`config.mk`:
```
export PLATFORM = sky130hd
export DESIGN_NAME = tws_slave_rx
export DESIGN_NICKNAME = d
export VERILOG_FILES = /design/src/rtl/tws_pkg.sv /design/src/rtl/tws_line_if.sv /design/src/rtl/tws_line_mon.sv /design/src/rtl/tws_slave_rx.sv
export VERILOG_INCLUDE_DIRS = /design/src /design/src/rtl
export SDC_FILE = /design/constraint.sdc
export NUM_CORES = 1
export LEC_CHECK = 0
export BUFFER_PORTS_ARGS = -buffer_cell sky130_fd_sc_hd__clkbuf_2
export CAP_MARGIN = 20
export CORE_AREA = 4 4 76 131
export CTS_CLUSTER_SIZE = 40
export DETAILED_ROUTE_END_ITERATION = 7
export DIE_AREA = 0 0 80 135
export GPL_TIMING_DRIVEN = 0
export PLACE_DENSITY_LB_ADDON = 0.08
export SLEW_MARGIN = 20
export SYNTH_ARGS = -nofsm -noshare
export SYNTH_HDL_FRONTEND = slang
export SYNTH_SLANG_ARGS = --single-unit
```
`constraint.sdc`:
```
create_clock -name pclk -period 2 [get_ports pclk]
set_clock_uncertainty 0.1 [all_clocks]
set_input_delay 0.4 -clock pclk [delete_from_list [all_inputs] [get_ports pclk]]
set_output_delay 0.4 -clock pclk [all_outputs]
set_load 0.1 [all_outputs]
```
`src/rtl/tws_regs.svh`:
```
// Register offsets, field positions, reset values, status codes and timing of the two-wire slave receiver
`ifndef TWS_REGS_SVH
`define TWS_REGS_SVH

`define TWS_CTRL_OFS      8'h00
`define TWS_STATUS_OFS    8'h04
`define TWS_DATA_OFS      8'h08
`define TWS_OWNADDR_OFS   8'h0c
`define TWS_POWER_OFS     8'h10

`define TWS_CTRL_FLAG     7
`define TWS_CTRL_ACK      6
`define TWS_CTRL_STA      5
`define TWS_CTRL_STO      4
`define TWS_CTRL_WC       3
`define TWS_CTRL_EN       2
`define TWS_CTRL_IE       0

`define TWS_PWR_SLEEP     0
`define TWS_PWR_WAKE      1

`define TWS_CTRL_RESET    8'h00
`define TWS_OWNADDR_RESET 8'h00
`define TWS_DATA_RESET    8'hff
`define TWS_PRESC_RESET   2'h0

`define TWS_ST_START      8'h08
`define TWS_ST_OWN_ACK    8'h60
`define TWS_ST_ARB_OWN    8'h68
`define TWS_ST_GC_ACK     8'h70
`define TWS_ST_ARB_GC     8'h78
`define TWS_ST_DATA_ACK   8'h80
`define TWS_ST_DATA_NACK  8'h88
`define TWS_ST_GCD_ACK    8'h90
`define TWS_ST_GCD_NACK   8'h98
`define TWS_ST_STOP       8'ha0
`define TWS_ST_IDLE       8'hf8

`define TWS_CLK_NS        100
`define TWS_START_HOLD_NS 4000
`define TWS_START_HOLD_CYC ((`TWS_START_HOLD_NS + `TWS_CLK_NS - 1) / `TWS_CLK_NS)

`endif

```
`src/rtl/tws_pkg.sv`:
```
// Types shared by the two-wire slave receiver modules
package tws_pkg;

	typedef enum logic [2:0]
	{
		ST_IDLE,
		ST_ADDR,
		ST_ADDR_ACK,
		ST_DATA,
		ST_DATA_ACK,
		ST_WAIT_SVC,
		ST_START_GEN
	} tws_state_t;

endpackage

```
`src/rtl/tws_line_if.sv`:
```
// Synchronised bus line levels and bus events passed from the line monitor to the core
`timescale 1ns/1ns
`default_nettype none

interface tws_line_if;
	logic scl;
	logic sda;
	logic scl_rise;
	logic scl_fall;
	logic start_det;
	logic stop_det;

	modport mon
	(
		output scl, sda, scl_rise, scl_fall, start_det, stop_det
	);
	modport core
	(
		input scl, sda, scl_rise, scl_fall, start_det, stop_det
	);
endinterface

`default_nettype wire

```
`src/rtl/tws_line_mon.sv`:
```
// Two-flop synchroniser and edge, START and STOP detection for the bus lines
`timescale 1ns/1ns
`default_nettype none

module tws_line_mon
	import tws_pkg::*;
(
	// Clock and reset
	input  wire logic  pclk,
	input  wire logic  presetn,
	// Raw bus lines
	input  wire logic  scl_pin,
	input  wire logic  sda_pin,
	// Toward the core
	tws_line_if.mon    line
);

	logic [2:0] scl_reg;
	logic [2:0] sda_reg;

	// Stage 0 feeds only stage 1; edges are taken from stages 1 and 2
	always_ff @(posedge pclk or negedge presetn)
	begin
		if (!presetn)
		begin
			scl_reg <= 3'h7;
			sda_reg <= 3'h7;
		end
		else
		begin
			scl_reg <= {scl_reg[1:0], scl_pin};
			sda_reg <= {sda_reg[1:0], sda_pin};
		end
	end

	assign line.scl       = scl_reg[1];
	assign line.sda       = sda_reg[1];
	assign line.scl_rise  = scl_reg[1] & ~scl_reg[2];
	assign line.scl_fall  = ~scl_reg[1] & scl_reg[2];
	assign line.start_det = scl_reg[1] & scl_reg[2] & sda_reg[2] & ~sda_reg[1];
	assign line.stop_det  = scl_reg[1] & scl_reg[2] & ~sda_reg[2] & sda_reg[1];

endmodule

`default_nettype wire

```
`src/rtl/tws_slave_rx.sv`:
```
// Two-wire slave receiver with APB register access and address-match wake-up
//
// Summary of operation
// - Upper seven own-address bits are the slave address that is answered.
// - Own-address bit 0 enables answering the general call address 0x00.
// - Wait for matching address; direction 0 receives, direction 1 is transmitter; here direction 1 is not acknowledged.
// - Own address with write sets the service flag and a valid status.
// - Addressed after lost arbitration reports 0x68 own or 0x78 general call.
// - Acknowledged own address reports 0x60, general call reports 0x70.
// - After flag clear, next byte is received; ACK if acknowledge enable set.
// - Acknowledged data reports 0x80 own or 0x90 general call; byte is readable.
// - Not-acknowledged data reports 0x88 own or 0x98 general call.
// - Servicing a NACK data state returns to the not-addressed state.
// - Start request with that service sends START once the bus is free.
// - Acknowledge enable cleared mid-transfer gives NACK after next data byte.
// - With acknowledge enable clear, bus is still watched; recognition resumes when set.
// - In deep sleep the address is still recognised and the part woken.
// - On wake-up match SCL stays low until the flag is cleared.
// - Writing one clears the service flag; writing zero leaves it.
// - After deep sleep the data register need not hold the last bus byte.
// - Status codes assume prescaler bits zero; software masks them.
`timescale 1ns/1ns
`default_nettype none
`include "tws_regs.svh"

module tws_slave_rx
	import tws_pkg::*;
(
	// APB slave
	input  wire logic        pclk,
	input  wire logic        presetn,
	input  wire logic        psel,
	input  wire logic        penable,
	input  wire logic        pwrite,
	input  wire logic [7:0]  paddr,
	input  wire logic [31:0] pwdata,
	output logic      [31:0] prdata,
	output logic             pready,
	output logic             pslverr,
	// Two-wire bus, open drain
	input  wire logic        scl_i,
	output logic             scl_o,
	output logic             scl_oe,
	input  wire logic        sda_i,
	output logic             sda_o,
	output logic             sda_oe,
	// Master logic and power control
	input  wire logic        arb_lost,
	output logic             wake_req
);

	tws_line_if line_bus ();

	tws_line_mon u_line_mon
	(
		.pclk    (pclk),
		.presetn (presetn),
		.scl_pin (scl_i),
		.sda_pin (sda_i),
		.line    (line_bus.mon)
	);

	tws_state_t  state_reg;
	logic [7:0]  own_slave_address;
	logic [7:0]  shift_reg;
	logic [7:0]  shift_data_reg;
	logic [4:0]  status_code_reg;
	logic [1:0]  presc_reg;
	logic [3:0]  bit_cnt_reg;
	logic [5:0]  hold_cnt_reg;
	logic        service_flag;
	logic        ack_enable;
	logic        start_request;
	logic        stop_request;
	logic        write_collision_flag;
	logic        iface_enable;
	logic        irq_enable;
	logic        deep_sleep_reg;
	logic        wake_reg;
	logic        gc_reg;
	logic        lost_reg;
	logic        data_ack_reg;
	logic        nack_last_reg;
	logic        mst_reg;
	logic        start_done_reg;
	logic        bus_busy_reg;
	logic        pready_reg;
	logic        pslverr_reg;
	logic [31:0] prdata_reg;
	logic [31:0] rdata;
	logic        addr_ok;
	logic        apb_wr;
	logic        apb_rd;
	logic        flag_clr;
	logic        own_hit;
	logic        gc_hit;
	logic        bus_free;

	// A literal cannot be bit-selected, so the control reset word is named here
	localparam logic [7:0] ctrl_rst_val = `TWS_CTRL_RESET;

	// Zero-wait APB: pready rises in the first access cycle
	assign apb_wr   = psel & penable & pready_reg & pwrite;
	assign apb_rd   = psel & penable & pready_reg & ~pwrite;
	assign flag_clr = apb_wr && paddr == `TWS_CTRL_OFS && pwdata[`TWS_CTRL_FLAG];

	assign own_hit  = ack_enable && shift_reg[7:1] == own_slave_address[7:1];
	assign gc_hit   = ack_enable && own_slave_address[0] && shift_reg[7:1] == 7'h00;
	assign bus_free = !bus_busy_reg && line_bus.scl && line_bus.sda;

	always_comb
	begin
		addr_ok = 1'b1;
		rdata   = 32'h0000_0000;
		case (paddr)
			`TWS_CTRL_OFS:
				rdata[7:0] = {service_flag, ack_enable, start_request, stop_request,
					write_collision_flag, iface_enable, 1'b0, irq_enable};
			`TWS_STATUS_OFS:
				rdata[7:0] = {status_code_reg, 1'b0, presc_reg};
			`TWS_DATA_OFS:
				rdata[7:0] = shift_data_reg;
			`TWS_OWNADDR_OFS:
				rdata[7:0] = own_slave_address;
			`TWS_POWER_OFS:
				rdata[1:0] = {wake_reg, deep_sleep_reg};
			default:
				addr_ok = 1'b0;
		endcase
	end

	always_ff @(posedge pclk or negedge presetn)
	begin
		if (!presetn)
		begin
			pready_reg  <= 1'b0;
			pslverr_reg <= 1'b0;
			prdata_reg  <= 32'h0000_0000;
		end
		else
		begin
			pready_reg  <= psel & ~penable;
			pslverr_reg <= psel & ~penable & ~addr_ok;
			if (psel && !penable)
				prdata_reg <= rdata;
		end
	end

	// Software-owned configuration; start request is dropped once the START is on the bus
	always_ff @(posedge pclk or negedge presetn)
	begin
		if (!presetn)
		begin
			ack_enable        <= ctrl_rst_val[`TWS_CTRL_ACK];
			start_request     <= ctrl_rst_val[`TWS_CTRL_STA];
			stop_request      <= ctrl_rst_val[`TWS_CTRL_STO];
			iface_enable      <= ctrl_rst_val[`TWS_CTRL_EN];
			irq_enable        <= ctrl_rst_val[`TWS_CTRL_IE];
			own_slave_address <= `TWS_OWNADDR_RESET;
			presc_reg         <= `TWS_PRESC_RESET;
			deep_sleep_reg    <= 1'b0;
		end
		else
		begin
			if (start_done_reg)
				start_request <= 1'b0;
			if (apb_wr && paddr == `TWS_CTRL_OFS)
			begin
				ack_enable    <= pwdata[`TWS_CTRL_ACK];
				start_request <= pwdata[`TWS_CTRL_STA];
				stop_request  <= pwdata[`TWS_CTRL_STO];
				iface_enable  <= pwdata[`TWS_CTRL_EN];
				irq_enable    <= pwdata[`TWS_CTRL_IE];
			end
			if (apb_wr && paddr == `TWS_STATUS_OFS)
				presc_reg <= pwdata[1:0];
			if (apb_wr && paddr == `TWS_OWNADDR_OFS)
				own_slave_address <= pwdata[7:0];
			if (apb_wr && paddr == `TWS_POWER_OFS)
				deep_sleep_reg <= pwdata[`TWS_PWR_SLEEP];
		end
	end

	always_ff @(posedge pclk or negedge presetn)
	begin
		if (!presetn)
			bus_busy_reg <= 1'b0;
		else if (line_bus.start_det)
			bus_busy_reg <= 1'b1;
		else if (line_bus.stop_det)
			bus_busy_reg <= 1'b0;
	end

	// Arbitration loss is remembered until the next acknowledged address phase ends or the bus stops
	always_ff @(posedge pclk or negedge presetn)
	begin
		if (!presetn)
			lost_reg <= 1'b0;
		else if (arb_lost)
			lost_reg <= 1'b1;
		else if (line_bus.stop_det || (state_reg == ST_ADDR_ACK && line_bus.scl_fall))
			lost_reg <= 1'b0;
	end

	always_ff @(posedge pclk or negedge presetn)
	begin
		if (!presetn)
		begin
			write_collision_flag <= 1'b0;
			wake_reg             <= 1'b0;
		end
		else
		begin
			if (apb_wr && paddr == `TWS_DATA_OFS)
				write_collision_flag <= !service_flag;
			if (state_reg == ST_ADDR_ACK && line_bus.scl_fall && deep_sleep_reg)
				wake_reg <= 1'b1;
			else if (!deep_sleep_reg)
				wake_reg <= 1'b0;
		end
	end

	// Bus protocol engine; a hardware set of the service flag wins over a software clear
	always_ff @(posedge pclk or negedge presetn)
	begin
		if (!presetn)
		begin
			state_reg       <= ST_IDLE;
			shift_reg       <= 8'h00;
			shift_data_reg  <= `TWS_DATA_RESET;
			status_code_reg <= 5'(`TWS_ST_IDLE >> 3);
			bit_cnt_reg     <= 4'h0;
			hold_cnt_reg    <= 6'h00;
			service_flag    <= 1'b0;
			gc_reg          <= 1'b0;
			data_ack_reg    <= 1'b0;
			nack_last_reg   <= 1'b0;
			mst_reg         <= 1'b0;
			start_done_reg  <= 1'b0;
			sda_oe          <= 1'b0;
			scl_oe          <= 1'b0;
		end
		else
		begin
			start_done_reg <= 1'b0;
			if (flag_clr)
				service_flag <= 1'b0;
			if (apb_wr && paddr == `TWS_DATA_OFS && service_flag)
				shift_data_reg <= pwdata[7:0];
			if (!iface_enable)
			begin
				state_reg <= ST_IDLE;
				sda_oe    <= 1'b0;
				scl_oe    <= 1'b0;
			end
			else if (line_bus.start_det && state_reg != ST_START_GEN && state_reg != ST_WAIT_SVC)
			begin
				if (state_reg == ST_DATA)
				begin
					service_flag    <= 1'b1;
					status_code_reg <= 5'(`TWS_ST_STOP >> 3);
				end
				state_reg   <= ST_ADDR;
				bit_cnt_reg <= 4'h0;
				sda_oe      <= 1'b0;
			end
			else if (line_bus.stop_det && state_reg != ST_START_GEN && state_reg != ST_WAIT_SVC)
			begin
				if (state_reg == ST_DATA)
				begin
					service_flag    <= 1'b1;
					status_code_reg <= 5'(`TWS_ST_STOP >> 3);
				end
				state_reg <= ST_IDLE;
				sda_oe    <= 1'b0;
			end
			else
			begin
				case (state_reg)
					ST_IDLE:
						if (start_request && !service_flag)
							state_reg <= ST_START_GEN;
					ST_ADDR, ST_DATA:
						if (line_bus.scl_rise && bit_cnt_reg != 4'h8)
						begin
							shift_reg   <= {shift_reg[6:0], line_bus.sda};
							bit_cnt_reg <= bit_cnt_reg + 4'h1;
						end
						else if (line_bus.scl_fall && bit_cnt_reg == 4'h8)
						begin
							if (state_reg == ST_ADDR)
							begin
								// Direction 1 belongs to the transmitter path; here it means not addressed
								if ((own_hit || gc_hit) && !shift_reg[0])
								begin
									gc_reg    <= !own_hit;
									sda_oe    <= 1'b1;
									state_reg <= ST_ADDR_ACK;
								end
								else
									state_reg <= ST_IDLE;
							end
							else
							begin
								data_ack_reg <= ack_enable;
								sda_oe       <= ack_enable;
								if (!deep_sleep_reg)
									shift_data_reg <= shift_reg;
								state_reg <= ST_DATA_ACK;
							end
						end
					ST_ADDR_ACK:
						if (line_bus.scl_fall)
						begin
							sda_oe        <= 1'b0;
							scl_oe        <= 1'b1;
							service_flag  <= 1'b1;
							nack_last_reg <= 1'b0;
							if (gc_reg)
								status_code_reg <= 5'((lost_reg ? `TWS_ST_ARB_GC : `TWS_ST_GC_ACK) >> 3);
							else
								status_code_reg <= 5'((lost_reg ? `TWS_ST_ARB_OWN : `TWS_ST_OWN_ACK) >> 3);
							state_reg <= ST_WAIT_SVC;
						end
					ST_DATA_ACK:
						if (line_bus.scl_fall)
						begin
							sda_oe        <= 1'b0;
							scl_oe        <= 1'b1;
							service_flag  <= 1'b1;
							nack_last_reg <= !data_ack_reg;
							if (gc_reg)
								status_code_reg <= 5'((data_ack_reg ? `TWS_ST_GCD_ACK : `TWS_ST_GCD_NACK) >> 3);
							else
								status_code_reg <= 5'((data_ack_reg ? `TWS_ST_DATA_ACK : `TWS_ST_DATA_NACK) >> 3);
							state_reg <= ST_WAIT_SVC;
						end
					ST_WAIT_SVC:
						if (!service_flag)
						begin
							scl_oe          <= 1'b0;
							sda_oe          <= 1'b0;
							status_code_reg <= 5'(`TWS_ST_IDLE >> 3);
							bit_cnt_reg     <= 4'h0;
							mst_reg         <= 1'b0;
							if (mst_reg)
								state_reg <= ST_IDLE;
							else if (nack_last_reg)
								state_reg <= start_request ? ST_START_GEN : ST_IDLE;
							else
								state_reg <= ST_DATA;
						end
					ST_START_GEN:
						if (!sda_oe)
						begin
							if (bus_free)
							begin
								sda_oe       <= 1'b1;
								hold_cnt_reg <= 6'(`TWS_START_HOLD_CYC - 1);
							end
						end
						else if (hold_cnt_reg != 6'h00)
							hold_cnt_reg <= hold_cnt_reg - 6'h01;
						else
						begin
							scl_oe          <= 1'b1;
							service_flag    <= 1'b1;
							status_code_reg <= 5'(`TWS_ST_START >> 3);
							start_done_reg  <= 1'b1;
							mst_reg         <= 1'b1;
							state_reg       <= ST_WAIT_SVC;
						end
					default:
						state_reg <= ST_IDLE;
				endcase
			end
		end
	end

	// Open-drain outputs only ever pull low
	always_ff @(posedge pclk or negedge presetn)
	begin
		if (!presetn)
		begin
			scl_o <= 1'b0;
			sda_o <= 1'b0;
		end
		else
		begin
			scl_o <= 1'b0;
			sda_o <= 1'b0;
		end
	end

	assign prdata   = prdata_reg;
	assign pready   = pready_reg;
	assign pslverr  = pslverr_reg;
	assign wake_req = wake_reg;

endmodule

`default_nettype wire

```
==> results by stage <==
Global routing:
- The first global-routing pass estimated 17500 um of wire.
- The via count of the first global-routing pass is 3462.
- The residual overflow from global routing is 0.
- The largest net degree at the start of global routing is 48.
- The initial antenna violation count is 0.
- The overall track demand over capacity in global routing is 20.9%.

Worst setup path:
- The type of the setup path with the least slack is flip-flop to flip-flop.
- Data on the critical path is required at its endpoint by 2.12 ns.
- The data arrival time of the worst path is 2.07 ns.
- Along the worst path, the maximum fanout reaches 10.
- The critical path goes through buf_2, inv_1, o21ai_1, nor2_1, a31o_2, a22o_1.
- The cell type of the slowest stage on the worst timing path is sky130_fd_sc_hd__dfrtp_2.
- The worst setup path is captured at a flip-flop.
- STA classifies the critical path startpoint as a flip-flop.
- The delay contributed by the slowest stage of the critical path is 0.49 ns.

Synthesis:
- During synthesis, Yosys emitted a total of 0 warnings.
- The most frequently used flop master after synthesis is sky130_fd_sc_hd__dfrtp_1.
- The number of distinct library cells after synthesis is 66.
- The simple-gate portion of the synthesized area is 18.0%.
- The post-synthesis async set-or-reset flop share is 100%.
- The top cell type's share of synthesized area is 33.8%.
- The register area share after synthesis is 45.2%.
- The number of flops mapped to enable cells by yosys is 0.
- In the post-synthesis netlist, the biggest area contributors are sky130_fd_sc_hd__dfrtp_1 34%, sky130_fd_sc_hd__dfstp_2 11%, sky130_fd_sc_hd__mux2_2 7.0%.
- Synthesis inferred 78 register bits.
- After technology mapping, the gate count stands at 426.
- The top cell type by total area after synthesis is sky130_fd_sc_hd__dfrtp_1.
- The portion of synthesized area spent on multiplexers is 12.3%.
- The main combinational cell family by area after synthesis is simple AND/OR/NAND/NOR gates.
- After synthesis, the mean cell area works out to 10.3 um2.
- After Yosys synthesis, XOR and XNOR cells account for 2.40% of the synthesized area.
- The compound-gate portion of the synthesized area is 12.8%.
- The fraction of the mapped netlist area in adder cells is 1.14%.
- The cell area that synthesis handed to floorplanning was 4370 um2.

Finish:
- After the last flow step, the layout net total stands at 564.
- Summing all multi-input logic gate instances after layout gives 2270 um2.
- The count of fill cells added during filler insertion is 817.
- The area growth from synthesis to layout is 24.1%.
- In the layout the commonest cells are 52 x sky130_fd_sc_hd__dfrtp_1, 41 x sky130_fd_sc_hd__buf_4, 39 x sky130_fd_sc_hd__nand2_1, 36 x sky130_fd_sc_hd__clkbuf_2, 27 x sky130_fd_sc_hd__mux2_2.
- The number of diodes is 0.
- The most frequent standard cell in the layout excluding fill and tap cells is sky130_fd_sc_hd__dfrtp_1.
- In the final layout, the share of cells above drive strength 1 is 38.5%.
- The register cell area after layout is 1990 um2.
- The count of placed standard cells in the final layout, fillers left out is 637.

Power and ir drop:
- The peak supply drop is 0.875 mV.
- The power density relative to cell area is 714 nW/um2.
- For this design the static power due to leakage is 2.51 nW.
- The final total power is 3.87 mW.

Route:
- The routed length per instance is 17.1 um.
- Wires add up to 10900 um.
- Before antenna repair, the detailed router went through 5 iterations.
- In this run, the number of DRC markers left after iteration 0 of detailed routing was 232.
- In the routed design, unresolved DRC markers number 0.
- In this run the remaining antenna-violating nets after routing total 0.
- The total number of vias is 3497.
- The via density per instance is 5.49.

Timing:
- The final critical-path share of the clock period is 97.2%.
- Counting I/O delays and the setup requirement, the final critical path takes 1.94 ns.
- The peak clock frequency supported by timing is 0.514 GHz.
- The worst hold-check slack is 0.0434 ns.
- The transition at the pin with the smallest max-transition slack is 0.592 ns.
- The number of hold violations in the final report is 0.
- Setup repair after global routing could not meet its margin everywhere.
- The max-slew headroom at the worst pin is 60.5%.
- The final-report max-slew violation count is 0.
- The number of endpoints failing setup at the final stage is 0.

Clock tree:
- Counting the buffers created by CTS gives 9.
- The library cell used as clock root buffer is sky130_fd_sc_hd__clkbuf_16.
- The insertion delay to the later sink of the worst-skew pair is 0.33 ns.
- The maximum level of the CTS H-tree is 3.
- The clock tree from TritonCTS is yes.
- After clock tree synthesis, the clock-pin slew on the worst setup and hold paths is 0.06 ns.
- The number of clock sinks seen by CTS is 78.
- The maximum clock insertion buffer count is 2.

Floorplanning:
- The floorplan step set the die width to 80 um.
- After floorplanning, the core was sized to cover 8980 um2.
- Pin placement for this block handled 87 I/O pins.
- The starting utilization of the core area is 48.7%.
- From bottom edge to top edge, the die measures 135 um.
- The die covers 10800 um2.
- The row count is 46.

Placement:
- The number of I/O port buffers is 35.
- The weighted congestion reported at the end of routability-driven placement is 0.937.
- Detailed placement ended at an HPWL of 8070 um.
- After detailed placement, the design holds a cell count of 607.

Worst hold path:
- The worst hold path belongs to the class primary input to flip-flop.

Run status:
- The run finished with clean final reports.

Run:
- The tool flagged a number of max-cap violations equal to 0.
==> where the power goes <==
group          internal [mW]  switching (mW)  leakage [nW]
sequential              1.60          0.0129         0.997
combinational          0.103           0.351          1.35
clock                   1.14           0.669         0.163
total                   2.84            1.03          2.51
==> Yosys cell counts, drive strengths merged, types with 2 or more instances <==
library cell and count:
and2 2, inv 16, ha 4, nand3b 5, a21boi 2, dfrtp 59
and3 4, o211ai 4, dfstp 19, mux4 6, a21oi 17, xor2 4
o22a 2, a31o 2, a32o 3, and4b 2, nor3 8, a22o 2
a211oi 2, mux2 27, nor2b 5, nand3 22, mux2i 10, a32oi 2
a31oi 6, o21ai 31, or3 3, nand2b 7, nor4 4, a2bb2oi 2
clkbuf 9, nand4 6, nand2 40, xnor2 8, a22oi 2, nor3b 3
o22ai 2, nor2 24, buf 34
==> path summary, 6_finish.rpt <==
path / slack, ns / start / to / depth (start not counted)
worst max-delay path: 0.06 / state_reg[2]$_DFFE_PN0P_ / mst_reg$_DFFE_PN0P_ / 6
worst min-delay path: 0.04 / scl_i / u_line_mon.scl_reg[0]$_DFF_PN1_ / 1
worst max register to register: 0.06 / state_reg[2]$_DFFE_PN0P_ / mst_reg$_DFFE_PN0P_ / 6
worst min register to register: 0.26 / u_line_mon.scl_reg[0]$_DFF_PN1_ / u_line_mon.scl_reg[1]$_DFF_PN1_ / 0
max in group asynchronous: 0.67 / presetn / shift_data_reg[2]$_DFF_PN1_ / 3
min in group asynchronous: 0.49 / presetn / state_reg[2]$_DFFE_PN0P_ / 2
==> metrics by stage <==
stage	TNS [ns]	utilization, %	area, um2	setup slack, ns
6_report	0	60.4	5430	0.0559
5_1_grt	-0.0571	60.4	5430	-0.0399
4_1_cts	0	58.6	5260	0.00100
3_5_place_dp	-8.59	53.9	4840	-0.312
3_3_place_gp	-27.38	53.5	4810	-0.604
2_1_floorplan	0	-	4480	0.00164
==> area by class of cell <==
cell class              instances  share of cell area [%]
plain buffers                  43                    5.86
clock buffers                  10                    4.40
clock inverters                 6                    1.68
inverters                      16                    1.11
multi-input cells             314                    41.8
flip-flops and latches         78                    36.6
well taps                     120                    2.77
repair buffers                 50                    5.76
==> layer usage <==
layer,global-route usage [%],up-vias,part of all wire (%)
li1,-,1654,-
met1,25.7,1724,40
met2,36.1,97,54
met3,2.94,22,3.9
met4,9.02,0,2.2
met5,0,-,0
==> kinds of logic (layout without fill, tap and decap cells) <==
logic type / Yosys count / after routing
XOR/XNOR: 12 / 12
multiplexers: 43 / 43
adder cells (fa/ha/maj): 4 / 4
AO/OA/AOI/OAI: 88 / 88
buffers and inverters: 59 / 125
other: 1 / 26
flip-flops: 78 / 78
AND/OR/NAND/NOR: 141 / 141
==> repair_timing <==
action / CTS / global route
hold endpoints to repair: 23 / 0
gates cloned: 0 / 0
setup buffers: 3 / 10
endpoints found under the setup margin: 31 / 36
hold buffers: 1 / 0
resized for setup: 17 / 33
pin swaps: 2 / 7
==> worst max-delay path: cells and delay by family, from the launching register on <==
kind	cells	cell delay, ns
AND/OR/NAND/NOR	1	0.14
AO/OA/AOI/OAI	3	0.71
buffers and inverters	2	0.39
flip-flops	1	0.49
Power figures use the tool's default switching activity.
